===== src/hw/dka_pkg.sv =====
// Package for the debug port key access layer: register map, fields, signatures.
// Assumes a 32-bit classic Wishbone register bus with one byte per word.
package dka_pkg;

  // Register indices; the byte address is four times the index.
  localparam logic [3:0] DKA_IDX_CONTROL    = 4'h2;
  localparam logic [3:0] DKA_IDX_KEY_STATUS = 4'h7;
  localparam logic [3:0] DKA_IDX_RESET_REQ  = 4'h8;
  localparam logic [3:0] DKA_IDX_SYS_CTRL   = 4'ha;
  localparam logic [3:0] DKA_IDX_SYS_STATUS = 4'hb;

  // Field positions.
  localparam int DKA_CTL_DELAY_BIT    = 7;
  localparam int DKA_KEY_ROW_BIT      = 5;
  localparam int DKA_KEY_PROG_BIT     = 4;
  localparam int DKA_KEY_ERASE_BIT    = 3;
  localparam int DKA_SCTL_FINISH_BIT  = 1;
  localparam int DKA_SCTL_CLKREQ_BIT  = 0;
  localparam int DKA_SST_RSTSYS_BIT   = 5;
  localparam int DKA_SST_INSLEEP_BIT  = 4;
  localparam int DKA_SST_PROGRDY_BIT  = 3;
  localparam int DKA_SST_ROWRDY_BIT   = 2;
  localparam int DKA_SST_LOCK_BIT     = 0;

  // Reset values.
  localparam logic [7:0] DKA_CONTROL_RST  = 8'h00;
  localparam logic       DKA_CLKREQ_RST   = 1'b1;

  // Reset request values; the signature value is arbitrary.
  localparam logic [7:0] DKA_RESET_SIGNATURE = 8'h5a;
  localparam logic [7:0] DKA_RESET_RELEASE   = 8'h00;

  // Key activation signatures, least significant byte shifted in first.
  localparam logic [63:0] DKA_SIG_ERASE = 64'h4e564d4572617365;
  localparam logic [63:0] DKA_SIG_PROG  = 64'h4e564d50726f6720;
  localparam logic [63:0] DKA_SIG_ROW   = 64'h4e564d5573267465;
  localparam logic [2:0]  DKA_KEY_LAST  = 3'h7;

  // Information block; byte n at bits [8n+7:8n]. Content values are arbitrary.
  localparam logic [127:0] DKA_INFO_BLOCK = {
    8'h33,                 // Byte 15: debug_osc_frequency.
    8'h20,                 // Byte 14: reserved.
    8'h31, 8'h3a, 8'h44,   // Bytes 13..11: debug_unit_revision.
    8'h31, 8'h3a, 8'h50,   // Bytes 10..8: memctrl_revision.
    8'h20,                 // Byte 7: reserved.
    8'h20, 8'h20, 8'h58, 8'h58, 8'h59, 8'h4d, 8'h46 // Bytes 6..0: family_identifier.
  };
  localparam logic [4:0] DKA_INFO_FULL  = 5'h10;
  localparam logic [4:0] DKA_INFO_SHORT = 5'h08;

  // Idle bits ahead of a byte in a multi-byte answer.
  localparam logic [2:0] DKA_GAP_GUARD  = 3'h0;
  localparam logic [2:0] DKA_GAP_NORMAL = 3'h2;
  localparam logic [2:0] DKA_GAP_EXTRA  = 3'h2;

  // User row window in RAM, in bytes.
  localparam logic [15:0] DKA_ROW_BYTES = 16'h0020;

  // Information block sender states.
  typedef enum logic [1:0] {
    DKA_TX_IDLE = 2'b01,
    DKA_TX_SEND = 2'b10
  } dka_tx_state_t;

endpackage


===== src/hw/dka_access.sv =====
// Key access layer of a single-wire debug port: keys, information block,
// reset request, lock gating, user row window and sync edge event.
// Assumes the link layer hands over decoded bytes and takes answer bytes with
// the number of idle bits to place ahead of each; all inputs are synchronous.
`timescale 1ns/100ps
module dka_access
  import dka_pkg::*;
(
  // Clock and reset.
  input  wire logic        clk_i,
  input  wire logic        rst_i,
  // Wishbone slave.
  input  wire logic        wb_cyc_i,
  input  wire logic        wb_stb_i,
  input  wire logic        wb_we_i,
  input  wire logic [5:2]  wb_adr_i,
  input  wire logic [3:0]  wb_sel_i,
  input  wire logic [31:0] wb_dat_i,
  output logic      [31:0] wb_dat_o,
  output logic             wb_ack_o,
  // Key instruction bytes from the link layer.
  input  wire logic        key_start_i,
  input  wire logic        key_byte_valid_i,
  input  wire logic [7:0]  key_byte_i,
  input  wire logic        info_req_i,
  input  wire logic        info_full_i,
  // Answer bytes toward the link layer.
  output logic             tx_valid_o,
  output logic [7:0]       tx_byte_o,
  output logic [2:0]       tx_gap_bits_o,
  input  wire logic        tx_ready_i,
  output logic             interbyte_delay_enable_o,
  // Sync character edges.
  input  wire logic        sync_rise_i,
  output logic             sync_event_o,
  // System side.
  input  wire logic        lock_i,
  input  wire logic        insleep_i,
  input  wire logic        erase_done_i,
  input  wire logic [2:0]  brownout_fuse_level_i,
  input  wire logic        row_copy_done_i,
  output logic             sys_reset_o,
  output logic             erase_start_o,
  output logic             brownout_force_o,
  output logic [2:0]       brownout_level_o,
  output logic             sysbus_allow_o,
  output logic             nvm_direct_en_o,
  output logic             row_copy_req_o,
  output logic             clkreq_o,
  // RAM access filter for user row mode.
  input  wire logic        ram_wr_req_i,
  input  wire logic [15:0] ram_wr_addr_i,
  input  wire logic [7:0]  ram_wr_data_i,
  output logic             ram_wr_o,
  output logic [15:0]      ram_wr_addr_o,
  output logic [7:0]       ram_wr_data_o,
  output logic             ram_rd_block_o
);

  // State registers.
  logic [7:0]    control_r;
  logic          clkreq_r;
  logic          erase_key_r;
  logic          prog_key_r;
  logic          row_key_r;
  logic          erase_busy_r;
  logic          prog_ready_r;
  logic          row_ready_r;
  logic          row_finish_r;
  logic [63:0]   key_shift_r;
  logic [2:0]    key_count_r;
  logic          key_busy_r;
  dka_tx_state_t tx_state_r;
  logic [4:0]    tx_index_r;
  logic [4:0]    tx_len_r;

  // Bus decode.
  logic wb_req;
  logic wb_wr;
  logic wr_control;
  logic wr_key_status;
  logic wr_reset_req;
  logic wr_sys_ctrl;
  // Gating on the pending ack keeps a held request from being taken twice.
  assign wb_req        = wb_cyc_i && wb_stb_i && !wb_ack_o;
  assign wb_wr         = wb_req && wb_we_i && wb_sel_i[0];
  assign wr_control    = wb_wr && (wb_adr_i == DKA_IDX_CONTROL);
  assign wr_key_status = wb_wr && (wb_adr_i == DKA_IDX_KEY_STATUS);
  assign wr_reset_req  = wb_wr && (wb_adr_i == DKA_IDX_RESET_REQ);
  assign wr_sys_ctrl   = wb_wr && (wb_adr_i == DKA_IDX_SYS_CTRL);

  // Reset request decode: signature asserts, zero releases, others ignored.
  // A release counts only while the reset is asserted, so a stray zero write
  // cannot enter a programming mode without a reset pulse before it.
  logic rst_assert;
  logic rst_release;
  assign rst_assert  = wr_reset_req && (wb_dat_i[7:0] == DKA_RESET_SIGNATURE);
  assign rst_release = wr_reset_req && (wb_dat_i[7:0] == DKA_RESET_RELEASE) && sys_reset_o;

  // Key compare on the eighth byte; the new byte enters at the top.
  // The compare looks at the incoming byte directly, so the key status changes
  // at the edge of the eighth byte with no extra cycle of latency.
  logic        key_last;
  logic [63:0] key_full;
  logic        hit_erase;
  logic        hit_prog;
  logic        hit_row;
  assign key_last  = key_busy_r && key_byte_valid_i && (key_count_r == DKA_KEY_LAST);
  assign key_full  = {key_byte_i, key_shift_r[63:8]};
  assign hit_erase = key_last && (key_full == DKA_SIG_ERASE);
  assign hit_prog  = key_last && (key_full == DKA_SIG_PROG);
  assign hit_row   = key_last && (key_full == DKA_SIG_ROW);

  // Register read data.
  // Unmapped indices read as zero; the reset request register is write-only.
  logic [7:0] key_status;
  logic [7:0] sys_ctrl;
  logic [7:0] sys_status;
  logic [7:0] rd_byte;
  assign key_status = ({7'h00, row_key_r} << DKA_KEY_ROW_BIT)
                    | ({7'h00, prog_key_r} << DKA_KEY_PROG_BIT)
                    | ({7'h00, erase_key_r} << DKA_KEY_ERASE_BIT);
  assign sys_ctrl   = ({7'h00, row_finish_r} << DKA_SCTL_FINISH_BIT)
                    | ({7'h00, clkreq_r} << DKA_SCTL_CLKREQ_BIT);
  assign sys_status = ({7'h00, sys_reset_o} << DKA_SST_RSTSYS_BIT)
                    | ({7'h00, insleep_i} << DKA_SST_INSLEEP_BIT)
                    | ({7'h00, prog_ready_r} << DKA_SST_PROGRDY_BIT)
                    | ({7'h00, row_ready_r} << DKA_SST_ROWRDY_BIT)
                    | ({7'h00, lock_i} << DKA_SST_LOCK_BIT);
  assign rd_byte = (wb_adr_i == DKA_IDX_CONTROL)    ? control_r :
                   (wb_adr_i == DKA_IDX_KEY_STATUS) ? key_status :
                   (wb_adr_i == DKA_IDX_SYS_CTRL)   ? sys_ctrl :
                   (wb_adr_i == DKA_IDX_SYS_STATUS) ? sys_status : 8'h00;

  // Information block sender decode.
  // The gap is picked when the next byte is loaded, so a change of the delay
  // option never alters a byte that is already on offer.
  logic       tx_take;
  logic       tx_done;
  logic       info_start;
  logic [2:0] gap_next;
  assign tx_take    = tx_valid_o && tx_ready_i;
  assign tx_done    = tx_take && (tx_index_r == tx_len_r);
  assign info_start = info_req_i && (tx_state_r == DKA_TX_IDLE);
  assign gap_next   = control_r[DKA_CTL_DELAY_BIT] ? (DKA_GAP_NORMAL + DKA_GAP_EXTRA)
                                                   : DKA_GAP_NORMAL;

  // Row window check on RAM writes.
  // Outside row mode every address passes; the window only narrows row writes.
  logic row_wr_ok;
  assign row_wr_ok = !row_ready_r || (ram_wr_addr_i < DKA_ROW_BYTES);

  // Wishbone answer: one cycle after the request, dropped the cycle after.
  always_ff @(posedge clk_i) begin
    if (rst_i) begin
      wb_ack_o <= 1'b0;
      wb_dat_o <= 32'h00000000;
    end else begin
      wb_ack_o <= wb_req;
      wb_dat_o <= wb_req ? {24'h000000, rd_byte} : 32'h00000000;
    end
  end

  // Control register and clock request bit.
  always_ff @(posedge clk_i) begin
    if (rst_i) begin
      control_r <= DKA_CONTROL_RST;
      clkreq_r  <= DKA_CLKREQ_RST;
    end else begin
      if (wr_control) begin
        control_r <= wb_dat_i[7:0];
      end
      if (wr_sys_ctrl) begin
        clkreq_r <= wb_dat_i[DKA_SCTL_CLKREQ_BIT];
      end
    end
  end

  // Key byte collector; no answer is produced for key bytes.
  always_ff @(posedge clk_i) begin
    if (rst_i) begin
      key_shift_r <= 64'h0000000000000000;
      key_count_r <= 3'h0;
      key_busy_r  <= 1'b0;
    end else if (key_start_i) begin
      key_count_r <= 3'h0;
      key_busy_r  <= 1'b1;
    end else if (key_busy_r && key_byte_valid_i) begin
      key_shift_r <= key_full;
      key_count_r <= key_count_r + 3'h1;
      key_busy_r  <= !key_last;
    end
  end

  // Key status bits; a mismatch leaves them as they are.
  // A set wins over a clear in the same cycle, so a key that arrives together
  // with a clearing write is not lost.
  always_ff @(posedge clk_i) begin
    if (rst_i) begin
      erase_key_r <= 1'b0;
      prog_key_r  <= 1'b0;
      row_key_r   <= 1'b0;
    end else begin
      if (hit_erase) begin
        erase_key_r <= 1'b1;
      end
      if (hit_prog && !lock_i) begin
        prog_key_r <= 1'b1;
      end else if (prog_ready_r && rst_assert) begin
        prog_key_r <= 1'b0; // Programming done at the closing reset.
      end
      if (hit_row) begin
        row_key_r <= 1'b1;
      end else if (wr_key_status && wb_dat_i[DKA_KEY_ROW_BIT]) begin
        row_key_r <= 1'b0;
      end
    end
  end

  // System reset, erase and brown-out forcing.
  always_ff @(posedge clk_i) begin
    if (rst_i) begin
      sys_reset_o   <= 1'b0;
      erase_start_o <= 1'b0;
      erase_busy_r  <= 1'b0;
      brownout_force_o <= 1'b0;
      brownout_level_o <= 3'h0;
    end else begin
      if (rst_assert) begin
        sys_reset_o <= 1'b1;
      end else if (rst_release) begin
        sys_reset_o <= 1'b0;
      end
      // The erase pulse is held back while an erase runs, so a repeated erase
      // key does not restart the memory controller in the middle of an erase.
      erase_start_o <= hit_erase && !erase_busy_r;
      if (hit_erase) begin
        erase_busy_r <= 1'b1;
      end else if (erase_done_i) begin
        erase_busy_r <= 1'b0;
      end
      brownout_force_o <= erase_busy_r || hit_erase;
      brownout_level_o <= brownout_fuse_level_i;
    end
  end

  // Programming and row modes; entered when the system reset is released.
  // The ready flags are sampled at the release write, because the system only
  // takes up a programming or row mode as it leaves reset.
  always_ff @(posedge clk_i) begin
    if (rst_i) begin
      prog_ready_r   <= 1'b0;
      row_ready_r    <= 1'b0;
      row_finish_r   <= 1'b0;
      row_copy_req_o <= 1'b0;
    end else begin
      if (rst_release && prog_key_r && !lock_i) begin
        prog_ready_r <= 1'b1;
      end else if (rst_assert || !prog_key_r) begin
        prog_ready_r <= 1'b0;
      end
      if (rst_release && row_key_r && lock_i) begin
        row_ready_r <= 1'b1;
      end else if (row_copy_done_i && row_finish_r) begin
        row_ready_r <= 1'b0;
      end
      if (wr_sys_ctrl && wb_dat_i[DKA_SCTL_FINISH_BIT] && row_ready_r) begin
        row_finish_r <= 1'b1;
      end else if (row_copy_done_i) begin
        row_finish_r <= 1'b0;
      end
      row_copy_req_o <= wr_sys_ctrl && wb_dat_i[DKA_SCTL_FINISH_BIT] && row_ready_r;
    end
  end

  // Access gating toward system bus, memory controller and RAM.
  // The RAM write path has one register stage so that the filtered strobe,
  // the address and the data leave together in the same cycle.
  always_ff @(posedge clk_i) begin
    if (rst_i) begin
      sysbus_allow_o  <= 1'b0;
      nvm_direct_en_o <= 1'b0;
      ram_rd_block_o  <= 1'b0;
      ram_wr_o        <= 1'b0;
      ram_wr_addr_o   <= 16'h0000;
      ram_wr_data_o   <= 8'h00;
      clkreq_o        <= DKA_CLKREQ_RST;
    end else begin
      sysbus_allow_o  <= !lock_i || row_ready_r;
      nvm_direct_en_o <= !lock_i && prog_ready_r;
      ram_rd_block_o  <= row_ready_r;
      ram_wr_o        <= ram_wr_req_i && row_wr_ok;
      ram_wr_addr_o   <= ram_wr_addr_i;
      ram_wr_data_o   <= ram_wr_data_i;
      clkreq_o        <= clkreq_r;
    end
  end

  // Information block sender with inter-byte idle spacing.
  // The first byte after a request carries the guard gap only; later bytes
  // carry the inter-byte spacing picked when they are loaded.
  always_ff @(posedge clk_i) begin
    if (rst_i) begin
      tx_state_r    <= DKA_TX_IDLE;
      tx_index_r    <= 5'h00;
      tx_len_r      <= 5'h00;
      tx_valid_o    <= 1'b0;
      tx_byte_o     <= 8'h00;
      tx_gap_bits_o <= DKA_GAP_GUARD;
    end else begin
      unique case (tx_state_r)
        DKA_TX_IDLE: begin
          if (info_start) begin
            tx_state_r    <= DKA_TX_SEND;
            tx_len_r      <= (info_full_i ? DKA_INFO_FULL : DKA_INFO_SHORT) - 5'h01;
            tx_index_r    <= 5'h00;
            tx_valid_o    <= 1'b1;
            tx_byte_o     <= DKA_INFO_BLOCK[7:0];
            tx_gap_bits_o <= DKA_GAP_GUARD;
          end
        end
        DKA_TX_SEND: begin
          if (tx_done) begin
            tx_state_r <= DKA_TX_IDLE;
            tx_valid_o <= 1'b0;
          end else if (tx_take) begin
            tx_index_r    <= tx_index_r + 5'h01;
            tx_byte_o     <= DKA_INFO_BLOCK[{tx_index_r[3:0] + 4'h1, 3'h0} +: 8];
            tx_gap_bits_o <= gap_next;
          end
        end
      endcase
    end
  end

  // Sync edge event and the delay option level for the load path.
  always_ff @(posedge clk_i) begin
    if (rst_i) begin
      sync_event_o             <= 1'b0;
      interbyte_delay_enable_o <= 1'b0;
    end else begin
      sync_event_o             <= sync_rise_i;
      interbyte_delay_enable_o <= control_r[DKA_CTL_DELAY_BIT];
    end
  end

endmodule // dka_access


===== config.mk =====
export PLATFORM = sky130hd
export DESIGN_NAME = dka_access
export DESIGN_NICKNAME = d
export VERILOG_FILES = /design/src/hw/dka_pkg.sv /design/src/hw/dka_access.sv
export SDC_FILE = /design/constraint.sdc
export NUM_CORES = 1
export LEC_CHECK = 0
export BUFFER_PORTS_ARGS = -buffer_cell sky130_fd_sc_hd__buf_2
export CORE_MARGIN = 2
export CORE_UTILIZATION = 40
export CTS_BUF_LIST = sky130_fd_sc_hd__clkbuf_4
export CTS_CLUSTER_SIZE = 20
export DETAILED_ROUTE_END_ITERATION = 7
export GPL_TIMING_DRIVEN = 1
export PLACE_DENSITY = 0.64
export REMOVE_ABC_BUFFERS = 1
export SLEW_MARGIN = 40
export SYNTH_ARGS = -nofsm -noshare
export SYNTH_HDL_FRONTEND = slang
export SYNTH_SLANG_ARGS = --single-unit

===== constraint.sdc =====
create_clock -name clk_i -period 2.2 [get_ports clk_i]
set_input_delay 0.11 -clock clk_i [delete_from_list [all_inputs] [get_ports clk_i]]
set_output_delay 0.11 -clock clk_i [all_outputs]
set_load 0.01 [all_outputs]

* Word-level counts from Yosys, hierarchy flattened *
Cells that the tools add are included.

word-level totals
  flip-flop bits (word level) = 179
  bits in latches = 0
  bits in writable memories = 0
  memory bits (read-only) = 0
  input port bits = 91
  output and inout port bits = 83
  word-level logic and storage cells = 164
  memories kept = 0

cells by class
  $add $sub $neg = 4
  multipliers = 0
  divide/modulo/power cells = 0
  $lt $le $gt $ge = 1
  eq/ne operators = 17
  shifts and indexed selects = 1
  muxes and demuxes = 40
  bitwise gates (word level) = 9
  reduce and logical (&&, ||, !) cells = 57

operator list
  kind                                                                          number
  64-bit by 63-bit equality test with 1-bit output, second input constant       3
  128-bit by 8-bit indexed part select with 8-bit output, first input constant  1
  1-bit logical AND                                                             32
  8-bit two-way mux                                                             4
  5-bit two-way mux                                                             4
  1-bit two-way mux                                                             18
  6-bit two-way mux                                                             3
  16-bit by 6-bit < comparator with 1-bit output, second input constant         1
  8-bit one-hot mux with 2 select lines                                         1
  2-bit nonzero test                                                            8
  4-bit equality test, second input constant                                    3
  3-bit two-way mux                                                             4
  6-bit by 4-bit bitwise OR with 6-bit output                                   2
  6-bit by 5-bit bitwise OR with 6-bit output                                   2
  5-bit one-hot mux with 2 select lines                                         1
  8-bit by 7-bit equality test with 1-bit output, second input constant         1
  8-bit zero test                                                               1
  2-bit != test, second input constant                                          4
  1-bit zero test                                                               6
  6-bit by 1-bit bitwise OR with 6-bit output                                   1
  6-bit by 3-bit bitwise OR with 6-bit output                                   1
  3-bit one-hot mux with 2 select lines                                         1
  2-bit AND reduction                                                           3
  5-bit by 1-bit adder with 5-bit output, second input constant                 1
  other kinds (17)                                                              23

* Logic depth before layout (Yosys ltp) *
  depth after elaboration = 10
  depth in mapped cells = 8
  mapped depth without buffers = 8

* Least setup slack after synthesis *
OpenSTA, ideal clock, no wires.

  path type = register to register
  start point = reg tx_index_r[0]
  end point = reg tx_byte_o[4]
  setup time = 0.116 ns
  data arrival time = 1.955 ns
  required time = 2.084 ns
  setup slack = 0.129 ns
  cell stages (with the launch flop) = 8
  buffers on the path = 0
  clock period less this slack = 2.071 ns
  cell sequence = dfxtp_1 -> ha_1 -> inv_1 -> ha_1 -> or4b_2 -> nand3_1 -> nor4_1 -> a31o_2

between the ends
  cells in the longest elaborated chain, start to end = 5
  elaborated cells between the ends (all ways) = 9
  those cells by class = add/sub (1); eq/ne (2); shift (1); mux (3); reduce/logical (2)

ends and longest elaborated chain
  item                                                    line               RTL
  start: declaration                                      dka_access.sv:74   logic [4:0] tx_index_r;
  start signal: assignment                                dka_access.sv:327  tx_index_r <= tx_index_r + 5'h01;
  4-bit by 1-bit adder with 4-bit output                  dka_access.sv:328  tx_byte_o <= DKA_INFO_BLOCK[{tx_index_r[3:0] + 4'h1, 3'h0} +: 8];
  128-bit by 8-bit indexed part select with 8-bit output  dka_access.sv:328
  8-bit two-way mux                                       dka_access.sv:326  end else if (tx_take) begin
  8-bit two-way mux                                       dka_access.sv:323  if (tx_done) begin
  8-bit one-hot mux with 2 select lines                   dka_access.sv:311  unique case (tx_state_r)
  end signal: assignment                                  dka_access.sv:318  tx_byte_o <= DKA_INFO_BLOCK[7:0];
  end signal: assignment                                  dka_access.sv:328
  end: declaration                                        dka_access.sv:29   output logic [7:0] tx_byte_o,

Parallel ways exist; a longest one is shown, timed or not. The select of a mux whose other input is x is not followed.
A chain may end at the register's enable or synchronous reset.

* Final worst setup path *
  start point = in wb_adr_i[5] (netlist name)
  end point = reg control_r[6]

between the ends
  cells in the longest elaborated chain, start to end = 2

ends and longest elaborated chain
  item                                            line               RTL
  start: declaration                              dka_access.sv:16   input wire logic [5:2] wb_adr_i,
  4-bit by 2-bit equality test with 1-bit output  dka_access.sv:87   assign wr_control = wb_wr && (wb_adr_i == DKA_IDX_CONTROL);
  1-bit logical AND                               dka_access.sv:87
  end signal: assignment                          dka_access.sv:171  control_r <= wb_dat_i[7:0];
  end: declaration                                dka_access.sv:61   logic [7:0] control_r;

No other way between the ends.

==> results.json <==
{
  "port_buffers": 120,
  "tritoncts": "done",
  "dpl-instance-area_sq_um": 6360,
  "rsz0062_at_grt": "false",
  "worst_slew_pin_slew_ns": 0.588,
  "slew_headroom_pct": 60.8,
  "synth-edff-count": 0,
  "first_iter_violations": 396,
  "ir_drop_v": 0.000315,
  "pwr_density_cell_nw_per_um2": 630,
  "yosys-top-cells-area": "dfxtp_1 (50%), nand2_1 (9.4%), a21oi_1 (6.8%)",
  "ys_ff_latch": 141,
  "wl_per_cell_um": 13.0,
  "finalHoldViolations": 0,
  "die_w_um": 123,
  "place_congestion": 0.845,
  "cap_violations": 0,
  "clock-sinks": 141,
  "yosysSeqAreaShare_pct": 50.0,
  "cts.htree.levels": 4,
  "tns_ns": 0,
  "multi_input_area_sq_um": 2550,
  "path_clk_slew_ns": 0.11,
  "drc": 0,
  "cts.path.max_buffers": 2,
  "fp.dieArea_sq_um": 15100,
  "layout-drive-gt1-share_pct": 20.8,
  "ys_top_cells_by_count": "dfxtp_1 (141), nand2_1 (141), a21oi_1 (77)",
  "grt_max_degree": 103,
  "synth.avg_cell_area_sq_um": 8.64,
  "end_kind": "register",
  "slew_viol_final": 0,
  "antenna_left": 0,
  "core-area_sq_um": 13800,
  "drt_pre_antenna_iters": 5,
  "yosys_warnings": 0,
  "fillCellCount": 1286,
  "area_delta_synth_final_pct": 30.0,
  "rows": 43,
  "hold_path.class": "input pin to register",
  "track_usage_pct": 18.4,
  "cp_max_fo": 8,
  "synthDominantCellAreaShare_pct": 50.0,
  "antenna_found_initial": 0,
  "grt_pass1_wl_um": 22000,
  "synth_ff_type": "dfxtp_1",
  "overflow": 0,
  "ff_latch_area_sq_um": 2830,
  "cp.required_ns": 2.63,
  "num_io_pins": 174,
  "setup_viol": 0,
  "num_vias": 5007,
  "crit_type": "input pin to register",
  "syn_inst": 653,
  "fin_crit_ns": 2.08,
  "antennaDiodeCount": 0,
  "nNetsFinal": 943,
  "fin_crit_sh_pct": 94.7,
  "grt_pass1_vias": 4809,
  "startpoint_type": "input pin",
  "cp_data_arrival_time_ns": 2.51,
  "wl_um": 13400,
  "syn_area_sq_um": 5640,
  "insertion_delay_ns": 0.54,
  "dp_hpwl_um": 8900,
  "max_freq_mhz": 480,
  "fin_skew_ns": 0.0136,
  "p_leak_nw": 2.96,
  "initial_core_util_pct": 40.8,
  "synth.largest_area_cell": "dfxtp_1",
  "vias_per_cell": 4.84,
  "outcome": "finished clean",
  "async_reset_ff_share_pct": 0,
  "clockRootBuffer": "clkbuf_4",
  "synthDistinctLibCells": 55,
  "cts_buffers": 17,
  "stdcell_area_sq_um": 7330,
  "fp.dieH_um": 123,
  "final_util_pct": 53.0
}
==> cells by family after synthesis <==
logic type                 count (synthesis)  share of synthesized area, %
other                                      1                        0.0665
muxes                                     16                          2.86
xor gates and xnor gates                   4                         0.621
adders and majority gates                 10                          2.22
and+or+nand+nor                          299                          26.2
buffers and inverters                     71                          6.63
AOI/OAI and AO/OA                        111                          11.4
DFF                                      141                          50.0
==> flip-flops by register name, summed over array words and instances, names as in the netlist, 2 cells and up <==
name              count
brownout_level_o      3
control_r             8
key_count_r           3
key_shift_r          56
ram_wr_addr_o        16
ram_wr_data_o         8
tx_byte_o             7
tx_gap_bits_o         2
tx_index_r            5
tx_len_r              2
wb_dat_o              8
==> where the power goes <==
part	switching (mW)	internal (mW)
Sequential	0.0216	2.60
Clock	0.899	0.664
Combinational	0.229	0.205
==> worst max-delay path, cell delays in order <==
cell and delay, ns:
dlygate4sd3_1 0.53, buf_2 0.18, nor4_1 0.26, buf_4 0.18, and4_2 0.41, mux2i_1 0.23, nor2_1 0.05, dlygate4sd3_1 0.56
==> final timing paths <==
kind | slack (ns) | end | from | cells past startpoint
hold / removal | 0.14 | wb_dat_o[3] | wb_cyc_i | 4
setup / recovery | 0.12 | control_r[6] | wb_adr_i[5] | 8
setup reg to reg | 0.15 | tx_byte_o[4] | tx_index_r[0] | 8
hold reg to reg | 0.42 | erase_start_o | erase_busy_r | 1
==> stage by stage <==
step	hold slack [ns]	total power [mW]	setup WS, ns	cells
CTS	0.0635	4.68	0.0508	1034
floorplan	0.176	2.83	-0.310	618
global placement	0.314	3.01	0.146	932
detailed placement	0.324	3.02	0.137	932
global route	0.126	4.83	0.0252	1034
finish	0.137	4.62	0.116	1034
==> placed cells by master (no fill, tap or decap), types with 10 or more instances in the layout <==
master / count
nand2_1: 141
dfxtp_1: 139
buf_2: 119
a21oi_1: 77
dlygate4sd3_1: 71
nor2_1: 33
nor2b_1: 33
conb_1: 26
clkbuf_4: 18
mux2i_1: 15
nand3_1: 15
buf_4: 14
nor3_1: 12
nand4_1: 12
inv_1: 11
ha_1: 10
==> metal layers <==
layer,global-route usage (%),part of all wire (%),vias to the layer above
li1,-,-,2556
met1,22.7,45,2292
met2,31.3,49,142
met3,4.28,4.8,17
met4,6.90,1.5,0
met5,0,0,-
==> layout make-up <==
cell class                 count  share of cell area (%)
multi-input combinational    466                    34.8
clock buffer                  18                    1.84
sequential                   141                    38.5
timing repair buffer         205                    19.5
clock inverter                13                    1.72
tap                          180                    3.07
inverter                      11                   0.563
==> what timing repair did <==
action	in CTS	in global routing
hold buffers	71	0
resized for setup	0	3
buffers inserted	0	0
endpoints found under the setup margin	0	4
endpoints found under the hold margin	78	0
Power figures use the tool's default switching activity.
